## config.mk

```make
export PLATFORM = sky130hd
export DESIGN_NAME = fault_log_preamble_formatter
export DESIGN_NICKNAME = d
export VERILOG_FILES = /design/src/common/fault_log_pkg.sv /design/src/rtl/fault_log_preamble_formatter.sv
export SDC_FILE = /design/constraint.sdc
export NUM_CORES = 2
export LEC_CHECK = 0
export ABC_CLOCK_PERIOD_IN_PS = 3100
export BUFFER_PORTS_ARGS = -buffer_cell sky130_fd_sc_hd__buf_2
export CAP_MARGIN = 20
export CORE_AREA = 5 5 253 255
export DETAILED_ROUTE_END_ITERATION = 7
export DIE_AREA = 0 0 258 260
export PLACE_DENSITY_LB_ADDON = 0.3
export RECOVER_POWER = 50
export REMOVE_ABC_BUFFERS = 1
export SYNTH_ARGS = -nofsm -noshare
export SYNTH_HDL_FRONTEND = slang
export SYNTH_SLANG_ARGS = --single-unit
```

## constraint.sdc

```tcl
create_clock -name aclk -period 3.1 [get_ports aclk]
set_input_delay 0.155 -clock aclk [delete_from_list [all_inputs] [get_ports aclk]]
set_output_delay 0.155 -clock aclk [all_outputs]
set_load 0.02 [all_outputs]
```

## src/common/fault_log_pkg.sv

```systemverilog
// Constants for the fault-log preamble formatter.
// Assumes a 250 MHz core clock and an AXI4-Lite register slave.
package fault_log_pkg;
  // ---------------------------------------------------------------
  // Timing
  // ---------------------------------------------------------------
  localparam int CLK_MHZ = 250;
  localparam int TS_TICK_NS = 200000;
  localparam int TS_TICK_CYCLES = TS_TICK_NS * CLK_MHZ / 1000;
  localparam int TS_BITS = 41;
  // ---------------------------------------------------------------
  // Record layout
  // ---------------------------------------------------------------
  localparam int B_PTR = 0;
  localparam int B_VCNT = 1;
  localparam int B_TS = 2;
  localparam int B_TS_TOP = 7;
  localparam int B_CH01 = 8;
  localparam int B_VIN = 16;
  localparam int B_CH23 = 20;
  localparam int B_TEMP = 28;
  localparam int B_CH47 = 32;
  localparam int B_STAT = 48;
  localparam int B_PRE_END = 71;
  localparam int PRE_BYTES = 72;
  localparam int REC_END = 237;
  localparam int LOOP_BYTES = 46;
  localparam logic [7:0] BLK_COUNT = 8'hFF;
  // ---------------------------------------------------------------
  // Register map
  // ---------------------------------------------------------------
  localparam logic [7:0] A_CTRL = 8'h00;
  localparam logic [7:0] A_STATUS = 8'h04;
  localparam logic [7:0] A_INT_STAT = 8'h08;
  localparam logic [7:0] A_INT_CLR = 8'h0C;
  localparam logic [7:0] A_INT_EN = 8'h10;
  localparam logic [7:0] A_TS_LO = 8'h14;
  localparam logic [7:0] A_TS_HI = 8'h18;
  localparam logic CTRL_RST = 1'h1;
  localparam logic [1:0] INT_EN_RST = 2'h0;
  localparam int EV_CAPTURE = 0;
  localparam int EV_DONE = 1;
  localparam logic [1:0] RESP_OKAY = 2'h0;
  localparam logic [1:0] RESP_SLVERR = 2'h2;
endpackage

```

## src/rtl/fault_log_preamble_formatter.sv

```systemverilog
// Fault-log record formatter: snapshot, byte stream, register slave.
// Assumes fault_event, read_start and the stream handshake come from
// logic on aclk; cyc_byte answers cyc_pos in the same cycle.
//
// Chosen here: register access over AXI4-Lite and the register addresses.
`timescale 1ns/1ps
// Operation
// - Byte 0 holds the cyclic log pointer as it stood at the fault.
// - Byte 1 holds the eight-bit count of valid cyclic bytes.
// - Bytes 2 to 7 hold the 41-bit timestamp, low byte first, bit 40 alone.
// - The timestamp advances by one every 200 us.
// - Each quantity gives peak then minimum, 16 bits low byte first.
// - Input supply extremes sit at bytes 16 to 19.
// - Die temperature extremes sit at bytes 28 to 31, channels 4-7 after.
// - From byte 48, three status bytes per channel, channels 0 to 7.
// - The preamble ends at byte 71 and cyclic data follows it.
// - Cyclic data starts at the stored pointer and counts down mod 46.
// - The block read opens with count 0xFF, then the pointer byte.
module fault_log_preamble_formatter #(
  parameter int TICK_CYCLES = fault_log_pkg::TS_TICK_CYCLES
) (
  // Clock and reset
  input wire logic aclk,
  input wire logic aresetn,
  // Register bus
  input wire logic [7:0] s_axi_awaddr,
  input wire logic s_axi_awvalid,
  output logic s_axi_awready,
  input wire logic [31:0] s_axi_wdata,
  input wire logic [3:0] s_axi_wstrb,
  input wire logic s_axi_wvalid,
  output logic s_axi_wready,
  output logic [1:0] s_axi_bresp,
  output logic s_axi_bvalid,
  input wire logic s_axi_bready,
  input wire logic [7:0] s_axi_araddr,
  input wire logic s_axi_arvalid,
  output logic s_axi_arready,
  output logic [31:0] s_axi_rdata,
  output logic [1:0] s_axi_rresp,
  output logic s_axi_rvalid,
  input wire logic s_axi_rready,
  output logic irq,
  // Fault snapshot sources
  input wire logic fault_event,
  input wire logic [7:0] log_pointer,
  input wire logic [7:0] valid_count,
  input wire logic [7:0][15:0] vout_peak,
  input wire logic [7:0][15:0] vout_min,
  input wire logic [15:0] vin_peak,
  input wire logic [15:0] vin_min,
  input wire logic [15:0] temp_peak,
  input wire logic [15:0] temp_min,
  input wire logic [7:0][7:0] vout_status,
  input wire logic [7:0][7:0] vendor_status,
  input wire logic [7:0][7:0] vendor_status2,
  // Record byte stream
  input wire logic read_start,
  output logic rec_valid,
  output logic [7:0] rec_data,
  output logic rec_last,
  input wire logic rec_ready,
  output logic [7:0] cyc_pos,
  input wire logic [7:0] cyc_byte
);
  typedef enum logic [1:0] {S_IDLE, S_PRE, S_CYC, S_LAST} st_e;

  function automatic int ext_base(input int c);
    if (c < 2) begin
      return fault_log_pkg::B_CH01 + 4 * c;
    end else if (c < 4) begin
      return fault_log_pkg::B_CH23 + 4 * (c - 2);
    end
    return fault_log_pkg::B_CH47 + 4 * (c - 4);
  endfunction

  // ---------------------------------------------------------------
  // Timestamp
  // ---------------------------------------------------------------
  logic [31:0] presc, next_presc;
  logic [40:0] ts, next_ts;

  always_comb begin
    next_presc = presc + 32'h00000001;
    next_ts = ts;
    if (presc == 32'(TICK_CYCLES - 1)) begin
      next_presc = 32'h00000000;
      next_ts = ts + 41'h00000000001;
    end
  end

  always_ff @(posedge aclk) begin
    if (!aresetn) begin
      presc <= 32'h00000000;
      ts <= 41'h00000000000;
    end else begin
      presc <= next_presc;
      ts <= next_ts;
    end
  end

  // ---------------------------------------------------------------
  // Snapshot and stream
  // ---------------------------------------------------------------
  logic [7:0] rec [fault_log_pkg::PRE_BYTES];
  logic [7:0] next_rec [fault_log_pkg::PRE_BYTES];
  st_e st, next_st;
  logic [7:0] idx, next_idx;
  logic [7:0] next_rec_data, next_cyc_pos;
  logic next_rec_valid, next_rec_last, held, next_held;
  logic ctrl_en, cap, adv, done_ev;

  assign cap = fault_event && ctrl_en && st == S_IDLE;
  assign adv = !rec_valid || rec_ready;

  always_comb begin
    int b;
    b = 0;
    next_rec = rec;
    next_held = held || cap;
    if (cap) begin
      next_rec[fault_log_pkg::B_PTR] = log_pointer;
      next_rec[fault_log_pkg::B_VCNT] = valid_count;
      for (int i = 0; i < 5; i++) begin
        next_rec[fault_log_pkg::B_TS + i] = ts[8 * i +: 8];
      end
      next_rec[fault_log_pkg::B_TS_TOP] = {7'h00, ts[40]};
      for (int c = 0; c < 8; c++) begin
        b = ext_base(c);
        next_rec[b] = vout_peak[c][7:0];
        next_rec[b + 1] = vout_peak[c][15:8];
        next_rec[b + 2] = vout_min[c][7:0];
        next_rec[b + 3] = vout_min[c][15:8];
        b = fault_log_pkg::B_STAT + 3 * c;
        next_rec[b] = vout_status[c];
        next_rec[b + 1] = vendor_status[c];
        next_rec[b + 2] = vendor_status2[c];
      end
      b = fault_log_pkg::B_VIN;
      next_rec[b] = vin_peak[7:0];
      next_rec[b + 1] = vin_peak[15:8];
      next_rec[b + 2] = vin_min[7:0];
      next_rec[b + 3] = vin_min[15:8];
      b = fault_log_pkg::B_TEMP;
      next_rec[b] = temp_peak[7:0];
      next_rec[b + 1] = temp_peak[15:8];
      next_rec[b + 2] = temp_min[7:0];
      next_rec[b + 3] = temp_min[15:8];
    end
  end

  always_comb begin
    next_st = st;
    next_idx = idx;
    next_rec_valid = rec_valid;
    next_rec_data = rec_data;
    next_rec_last = rec_last;
    next_cyc_pos = cyc_pos;
    done_ev = 1'b0;
    unique case (st)
      S_IDLE: begin
        if (read_start) begin
          next_rec_valid = 1'b1;
          next_rec_data = fault_log_pkg::BLK_COUNT;
          next_idx = 8'h00;
          next_st = S_PRE;
        end
      end
      S_PRE: begin
        if (adv) begin
          next_rec_data = rec[idx[6:0]];
          next_idx = idx + 8'h01;
          if (idx == 8'(fault_log_pkg::B_PRE_END)) begin
            next_cyc_pos = rec[fault_log_pkg::B_PTR];
            next_st = S_CYC;
          end
        end
      end
      S_CYC: begin
        if (adv) begin
          next_rec_data = cyc_byte;
          next_idx = idx + 8'h01;
          next_cyc_pos = (cyc_pos == 8'h00) ?
            8'(fault_log_pkg::LOOP_BYTES - 1) : cyc_pos - 8'h01;
          if (idx == 8'(fault_log_pkg::REC_END)) begin
            next_rec_last = 1'b1;
            next_st = S_LAST;
          end
        end
      end
      S_LAST: begin
        if (rec_ready) begin
          next_rec_valid = 1'b0;
          next_rec_last = 1'b0;
          done_ev = 1'b1;
          next_st = S_IDLE;
        end
      end
    endcase
  end

  always_ff @(posedge aclk) begin
    if (!aresetn) begin
      st <= S_IDLE;
      idx <= 8'h00;
      rec_valid <= 1'b0;
      rec_data <= 8'h00;
      rec_last <= 1'b0;
      cyc_pos <= 8'h00;
      held <= 1'b0;
      for (int i = 0; i < fault_log_pkg::PRE_BYTES; i++) begin
        rec[i] <= 8'h00;
      end
    end else begin
      st <= next_st;
      idx <= next_idx;
      rec_valid <= next_rec_valid;
      rec_data <= next_rec_data;
      rec_last <= next_rec_last;
      cyc_pos <= next_cyc_pos;
      held <= next_held;
      rec <= next_rec;
    end
  end

  // ---------------------------------------------------------------
  // Register slave and interrupt
  // ---------------------------------------------------------------
  logic aw_hold, w_hold, next_aw_hold, next_w_hold;
  logic [7:0] aw_addr, next_aw_addr;
  logic [31:0] w_data, next_w_data;
  logic w_b0, next_w_b0, next_ctrl_en;
  logic next_awready, next_wready, next_arready;
  logic next_bvalid, next_rvalid, next_irq;
  logic [1:0] next_bresp, next_rresp;
  logic [31:0] next_rdata;
  logic [1:0] int_stat, int_en, next_int_stat, next_int_en, clr;

  always_comb begin
    next_aw_hold = aw_hold;
    next_w_hold = w_hold;
    next_aw_addr = aw_addr;
    next_w_data = w_data;
    next_w_b0 = w_b0;
    next_ctrl_en = ctrl_en;
    next_int_en = int_en;
    next_bvalid = s_axi_bvalid && !s_axi_bready;
    next_bresp = s_axi_bresp;
    next_rvalid = s_axi_rvalid && !s_axi_rready;
    next_rdata = s_axi_rdata;
    next_rresp = s_axi_rresp;
    clr = 2'h0;
    if (s_axi_awvalid && s_axi_awready) begin
      next_aw_hold = 1'b1;
      next_aw_addr = s_axi_awaddr;
    end
    if (s_axi_wvalid && s_axi_wready) begin
      next_w_hold = 1'b1;
      next_w_data = s_axi_wdata;
      next_w_b0 = s_axi_wstrb[0];
    end
    if (aw_hold && w_hold && !s_axi_bvalid) begin
      next_aw_hold = 1'b0;
      next_w_hold = 1'b0;
      next_bvalid = 1'b1;
      next_bresp = fault_log_pkg::RESP_OKAY;
      unique case (aw_addr)
        fault_log_pkg::A_CTRL: begin
          if (w_b0) next_ctrl_en = w_data[0];
        end
        fault_log_pkg::A_INT_CLR: begin
          if (w_b0) clr = w_data[1:0];
        end
        fault_log_pkg::A_INT_EN: begin
          if (w_b0) next_int_en = w_data[1:0];
        end
        fault_log_pkg::A_STATUS, fault_log_pkg::A_INT_STAT,
        fault_log_pkg::A_TS_LO, fault_log_pkg::A_TS_HI: begin
        end
        default: next_bresp = fault_log_pkg::RESP_SLVERR;
      endcase
    end
    if (s_axi_arvalid && s_axi_arready) begin
      next_rvalid = 1'b1;
      next_rresp = fault_log_pkg::RESP_OKAY;
      unique case (s_axi_araddr)
        fault_log_pkg::A_CTRL: next_rdata = {31'h0, ctrl_en};
        fault_log_pkg::A_STATUS:
          next_rdata = {30'h0, st != S_IDLE, held};
        fault_log_pkg::A_INT_STAT: next_rdata = {30'h0, int_stat};
        fault_log_pkg::A_INT_CLR: next_rdata = 32'h00000000;
        fault_log_pkg::A_INT_EN: next_rdata = {30'h0, int_en};
        fault_log_pkg::A_TS_LO: next_rdata = ts[31:0];
        fault_log_pkg::A_TS_HI: next_rdata = {23'h0, ts[40:32]};
        default: begin
          next_rdata = 32'h00000000;
          next_rresp = fault_log_pkg::RESP_SLVERR;
        end
      endcase
    end
    next_awready = !next_aw_hold;
    next_wready = !next_w_hold;
    next_arready = !next_rvalid;
    // Hardware set wins over a same-cycle clear
    next_int_stat = (int_stat & ~clr) | {done_ev, cap};
    next_irq = |(next_int_stat & next_int_en);
  end

  always_ff @(posedge aclk) begin
    if (!aresetn) begin
      aw_hold <= 1'b0;
      w_hold <= 1'b0;
      aw_addr <= 8'h00;
      w_data <= 32'h00000000;
      w_b0 <= 1'b0;
      ctrl_en <= fault_log_pkg::CTRL_RST;
      int_en <= fault_log_pkg::INT_EN_RST;
      int_stat <= 2'h0;
      s_axi_awready <= 1'b0;
      s_axi_wready <= 1'b0;
      s_axi_arready <= 1'b0;
      s_axi_bvalid <= 1'b0;
      s_axi_bresp <= 2'h0;
      s_axi_rvalid <= 1'b0;
      s_axi_rdata <= 32'h00000000;
      s_axi_rresp <= 2'h0;
      irq <= 1'b0;
    end else begin
      aw_hold <= next_aw_hold;
      w_hold <= next_w_hold;
      aw_addr <= next_aw_addr;
      w_data <= next_w_data;
      w_b0 <= next_w_b0;
      ctrl_en <= next_ctrl_en;
      int_en <= next_int_en;
      int_stat <= next_int_stat;
      s_axi_awready <= next_awready;
      s_axi_wready <= next_wready;
      s_axi_arready <= next_arready;
      s_axi_bvalid <= next_bvalid;
      s_axi_bresp <= next_bresp;
      s_axi_rvalid <= next_rvalid;
      s_axi_rdata <= next_rdata;
      s_axi_rresp <= next_rresp;
      irq <= next_irq;
    end
  end
endmodule

```

==> results.tsv <==
metric	value	unit
instance count of the mapped netlist	3798	
worst setup slack before clock tree synthesis	0.396	ns
depth of the CTS H-tree	3	
measured slew at the worst slew-check pin	1.44	ns
global-route layer with the greatest usage	met2	
leading register cell type out of synthesis	dfxtp_1	
synthesized area per cell	8.28	um2
clock tree root driver cell	clkbuf_16	
asr flop ratio synth	0	
total grt overflow	0	
WP data arrival	3.38	ns
power density relative to cell area	710	nW/um2
pin count of the biggest net entering global routing	150	
total clock buffers created by CTS	78	
RSZ-0062 raised after global routing	no	
Worst Path Required	3.53	ns
result of the run	finished with violations	
highest achievable clock rate	338	MHz
DR WL/cell	24.3	um
most instantiated cells after synthesis	1260 x nand2_1, 729 x dfxtp_1, 650 x a21oi_1	
multi-input gate area in the final layout	15500	um2
cell internal pwr	19.9	mW
total non-filler cell area in the finished layout	43400	um2
share of power burned in registers	0.383	
fill cell count	4205	
total die area	67100	um2
buffer levels on the longest clock path	3	
share of the yosys chip area belonging to registers	0.464	
source-to-sink clock delay at the later pin of the worst-skew pair	0.66	ns
FP Rows	91	
list of cells traversed by the critical path	inv_1 -> ha_1 -> buf_4 -> and3_4 -> buf_4 -> nand2_1 -> a21oi_1	
number of global-route vias before repair	34200	
biggest area consumer among synthesized cells	dfxtp_1	
via-per-instance ratio	6.09	
Post-route DRC	3	
reported leakage power	16.7	nW
hold buffers post-CTS	566	
setup slack of the critical path after layout	0.145	ns
clock transition at the registers of the reported paths	0.07	ns
Boundary Pins	658	
net switching component of the power	10.9	mW
Crit Path Class	reg -> reg	
count of flip-flops with a built-in enable after synthesis	0	
share of the synthesized area in the top cell type	0.464	
Util after Layout	0.707	
final worst clock skew	0.0407	ns
final critical path time including I/O delays and setup	2.95	ns
Die X-Extent	258	um
violations in the final reports	design-rule violations	
Antenna Nets Post-Route	0	
worst slew slack as a fraction of its limit	0.0392	
final count of hold timing violations	0	
number of antenna violations at the first check in global routing	44	
all-layer global routing usage	0.394	
area of the core region	61400	um2
cell with the most instances after synthesis	nand2_1	
Total Nets Final	5460	
clock tree from TritonCTS	done	
share of total power in the clock network	0.317	
switching share of power	0.353	
most used cell, CP	buf_4	
vias after detailed routing	34900	
met1 layer usage reported by global route	0.435	
half-perimeter wire length after placement	77.5	mm
total of warnings raised by yosys	0	
count of pins over their slew limit	0	
maximum ir drop on the vdd rail	0.485	mV
fraction of met2 tracks used by global routing	0.599	
clk sinks	729	
final critical-path share of the clock period	0.953	
Post-CTS Repair Setup Buffers	0	
cell area after synthesis	31500	um2
weighted congestion reported at the end of routability-driven placement	0.890	
final count of negative-setup-slack endpoints	0	
register cell area after layout	14600	um2
number of cells upsized or downsized after cts	0	
number of maximum-capacitance constraint violations	0	
cell area reported after detailed placement	35200	um2
maximum net fanout on the critical path	45	
Pre-Repair DR Iteration Count	8	
first-pass GRT wire length	204	mm
initial drt markers	4933	
Area growth, synth to finish	38.0	%
worst hold-check path type	in -> reg	
Final TNS setup	0	ns
Vert. Die Dim	260	um
library cell contributing the largest single delay on the critical path	a21oi_1	
crit end category	flip-flop	
initial cell density of the core	0.513	
Synth cell types	73	
flip-flop and latch count after synthesis	729	
part of the total power dissipated in combinational logic	0.300	
global routing usage on met3	0.169	
cells taking the most area after synthesis	dfxtp_1 46%, nand2_1 15%, a21oi_1 10%	
Hold WS	0.0394	ns
share of cells above drive strength 1	0.182	
delay of the slowest cell on the worst path	0.84	ns
startpoint class of the critical path	flip-flop	
count of input and output buffers	622	
final wirelength	139	mm
[sequential cells by signal, indices dropped and copies added, names as in the netlist, 2 cells and up]
signal,flops
aw_addr,8
cyc_pos,8
idx,8
int_en,2
int_stat,2
presc,32
rec,569
rec_data,8
s_axi_rdata,32
st,2
ts,41
w_data,2
[cells in the final DEF (no fill, tap or decap), drive strengths merged, types with 6 or more instances in the layout]
cell type / netlist / routed
a211oi: 20 / 20
a21oi: 652 / 652
a22oi: 31 / 31
a31oi: 16 / 16
and2: 19 / 19
and3: 18 / 18
and4: 11 / 11
buf: 67 / 627
bufinv: 0 / 6
clkbuf: 223 / 183
clkinv: 0 / 16
dfxtp: 729 / 729
diode: 0 / 30
dlygate4sd3: 0 / 566
ha: 10 / 10
inv: 23 / 27
mux2: 11 / 11
mux2i: 97 / 97
mux4: 103 / 103
nand2: 1261 / 1261
nand2b: 10 / 10
nand3: 89 / 89
nand3b: 8 / 8
nand4: 32 / 32
nor2: 126 / 126
nor2b: 18 / 18
nor3: 17 / 17
nor4: 14 / 14
o211ai: 6 / 6
o21ai: 33 / 33
o41ai: 7 / 7
or3: 14 / 14
xnor2: 24 / 24
xor2: 41 / 41
[final cells by class]
| cell class | count | area share |
|---|---|---|
| inverters | 23 | 0.00205 |
| well taps | 790 | 0.0228 |
| repair buffers | 1263 | 0.219 |
| flip-flops and latches | 729 | 0.336 |
| clock buffers | 113 | 0.0528 |
| diodes | 30 | 0.00173 |
| multi-input cells | 2757 | 0.357 |
| clock inverters | 28 | 0.00827 |
[logic make-up (layout without fill, tap and decap cells)]
kind of cell    after synthesis  in the layout  synth area share
compound gates              812            812             0.141
other cells                   1             32          0.000119
buf+inv                     313           1427            0.0435
simple gates               1657           1657             0.220
xor+xnor                     65             65            0.0181
mux                         211            211             0.109
flops                       729            729             0.464
fa+ha+maj                    10             10           0.00398
[critical path: cells and delay by family, from the launching register on]
kind / cells / cell delay [ns]
AOI/OAI and AO/OA: 1 / 0.84
adders and majority gates: 1 / 0.17
buffers and inverters: 3 / 0.81
DFF: 1 / 0.34
and+or+nand+nor: 2 / 0.54
[stage by stage]
step	std cells	total power [mW]
after floorplan	3509	14.9
after global placement	4996	19.6
after detailed placement	4996	19.8
after CTS	5703	29.9
after global routing	5715	31.9
final	5733	30.8
[worst paths after layout]
path / from / end / slack, ns / cells after the start
setup reg to reg: st[1] / rec[247] / 0.15 / 7
hold reg to reg: presc[0] / presc[0] / 0.44 / 1
hold / removal: cyc_byte[5] / rec_data[5] / 0.04 / 4
setup / recovery: st[1] / rec[247] / 0.15 / 7
[power by group through the flow]
| stage | registers (mW) | logic [mW] | clock network [mW] |
|---|---|---|---|
| finish | 11.8 | 9.25 | 9.77 |
| global route | 11.9 | 9.84 | 10.2 |
| CTS | 11.6 | 8.61 | 9.69 |
| detailed placement | 11.8 | 8.02 | 0 |
| global placement | 11.7 | 7.91 | 0 |
| floorplan | 11.1 | 3.85 | 0 |
[metal layers]
metal | up-vias | part of all wire
met4 | 42 | 0.096
met3 | 1035 | 0.12
met5 | - | 0.0018
met1 | 16200 | 0.34
li1 | 15100 | -
met2 | 2562 | 0.44
(Power assumes the default switching activity.)
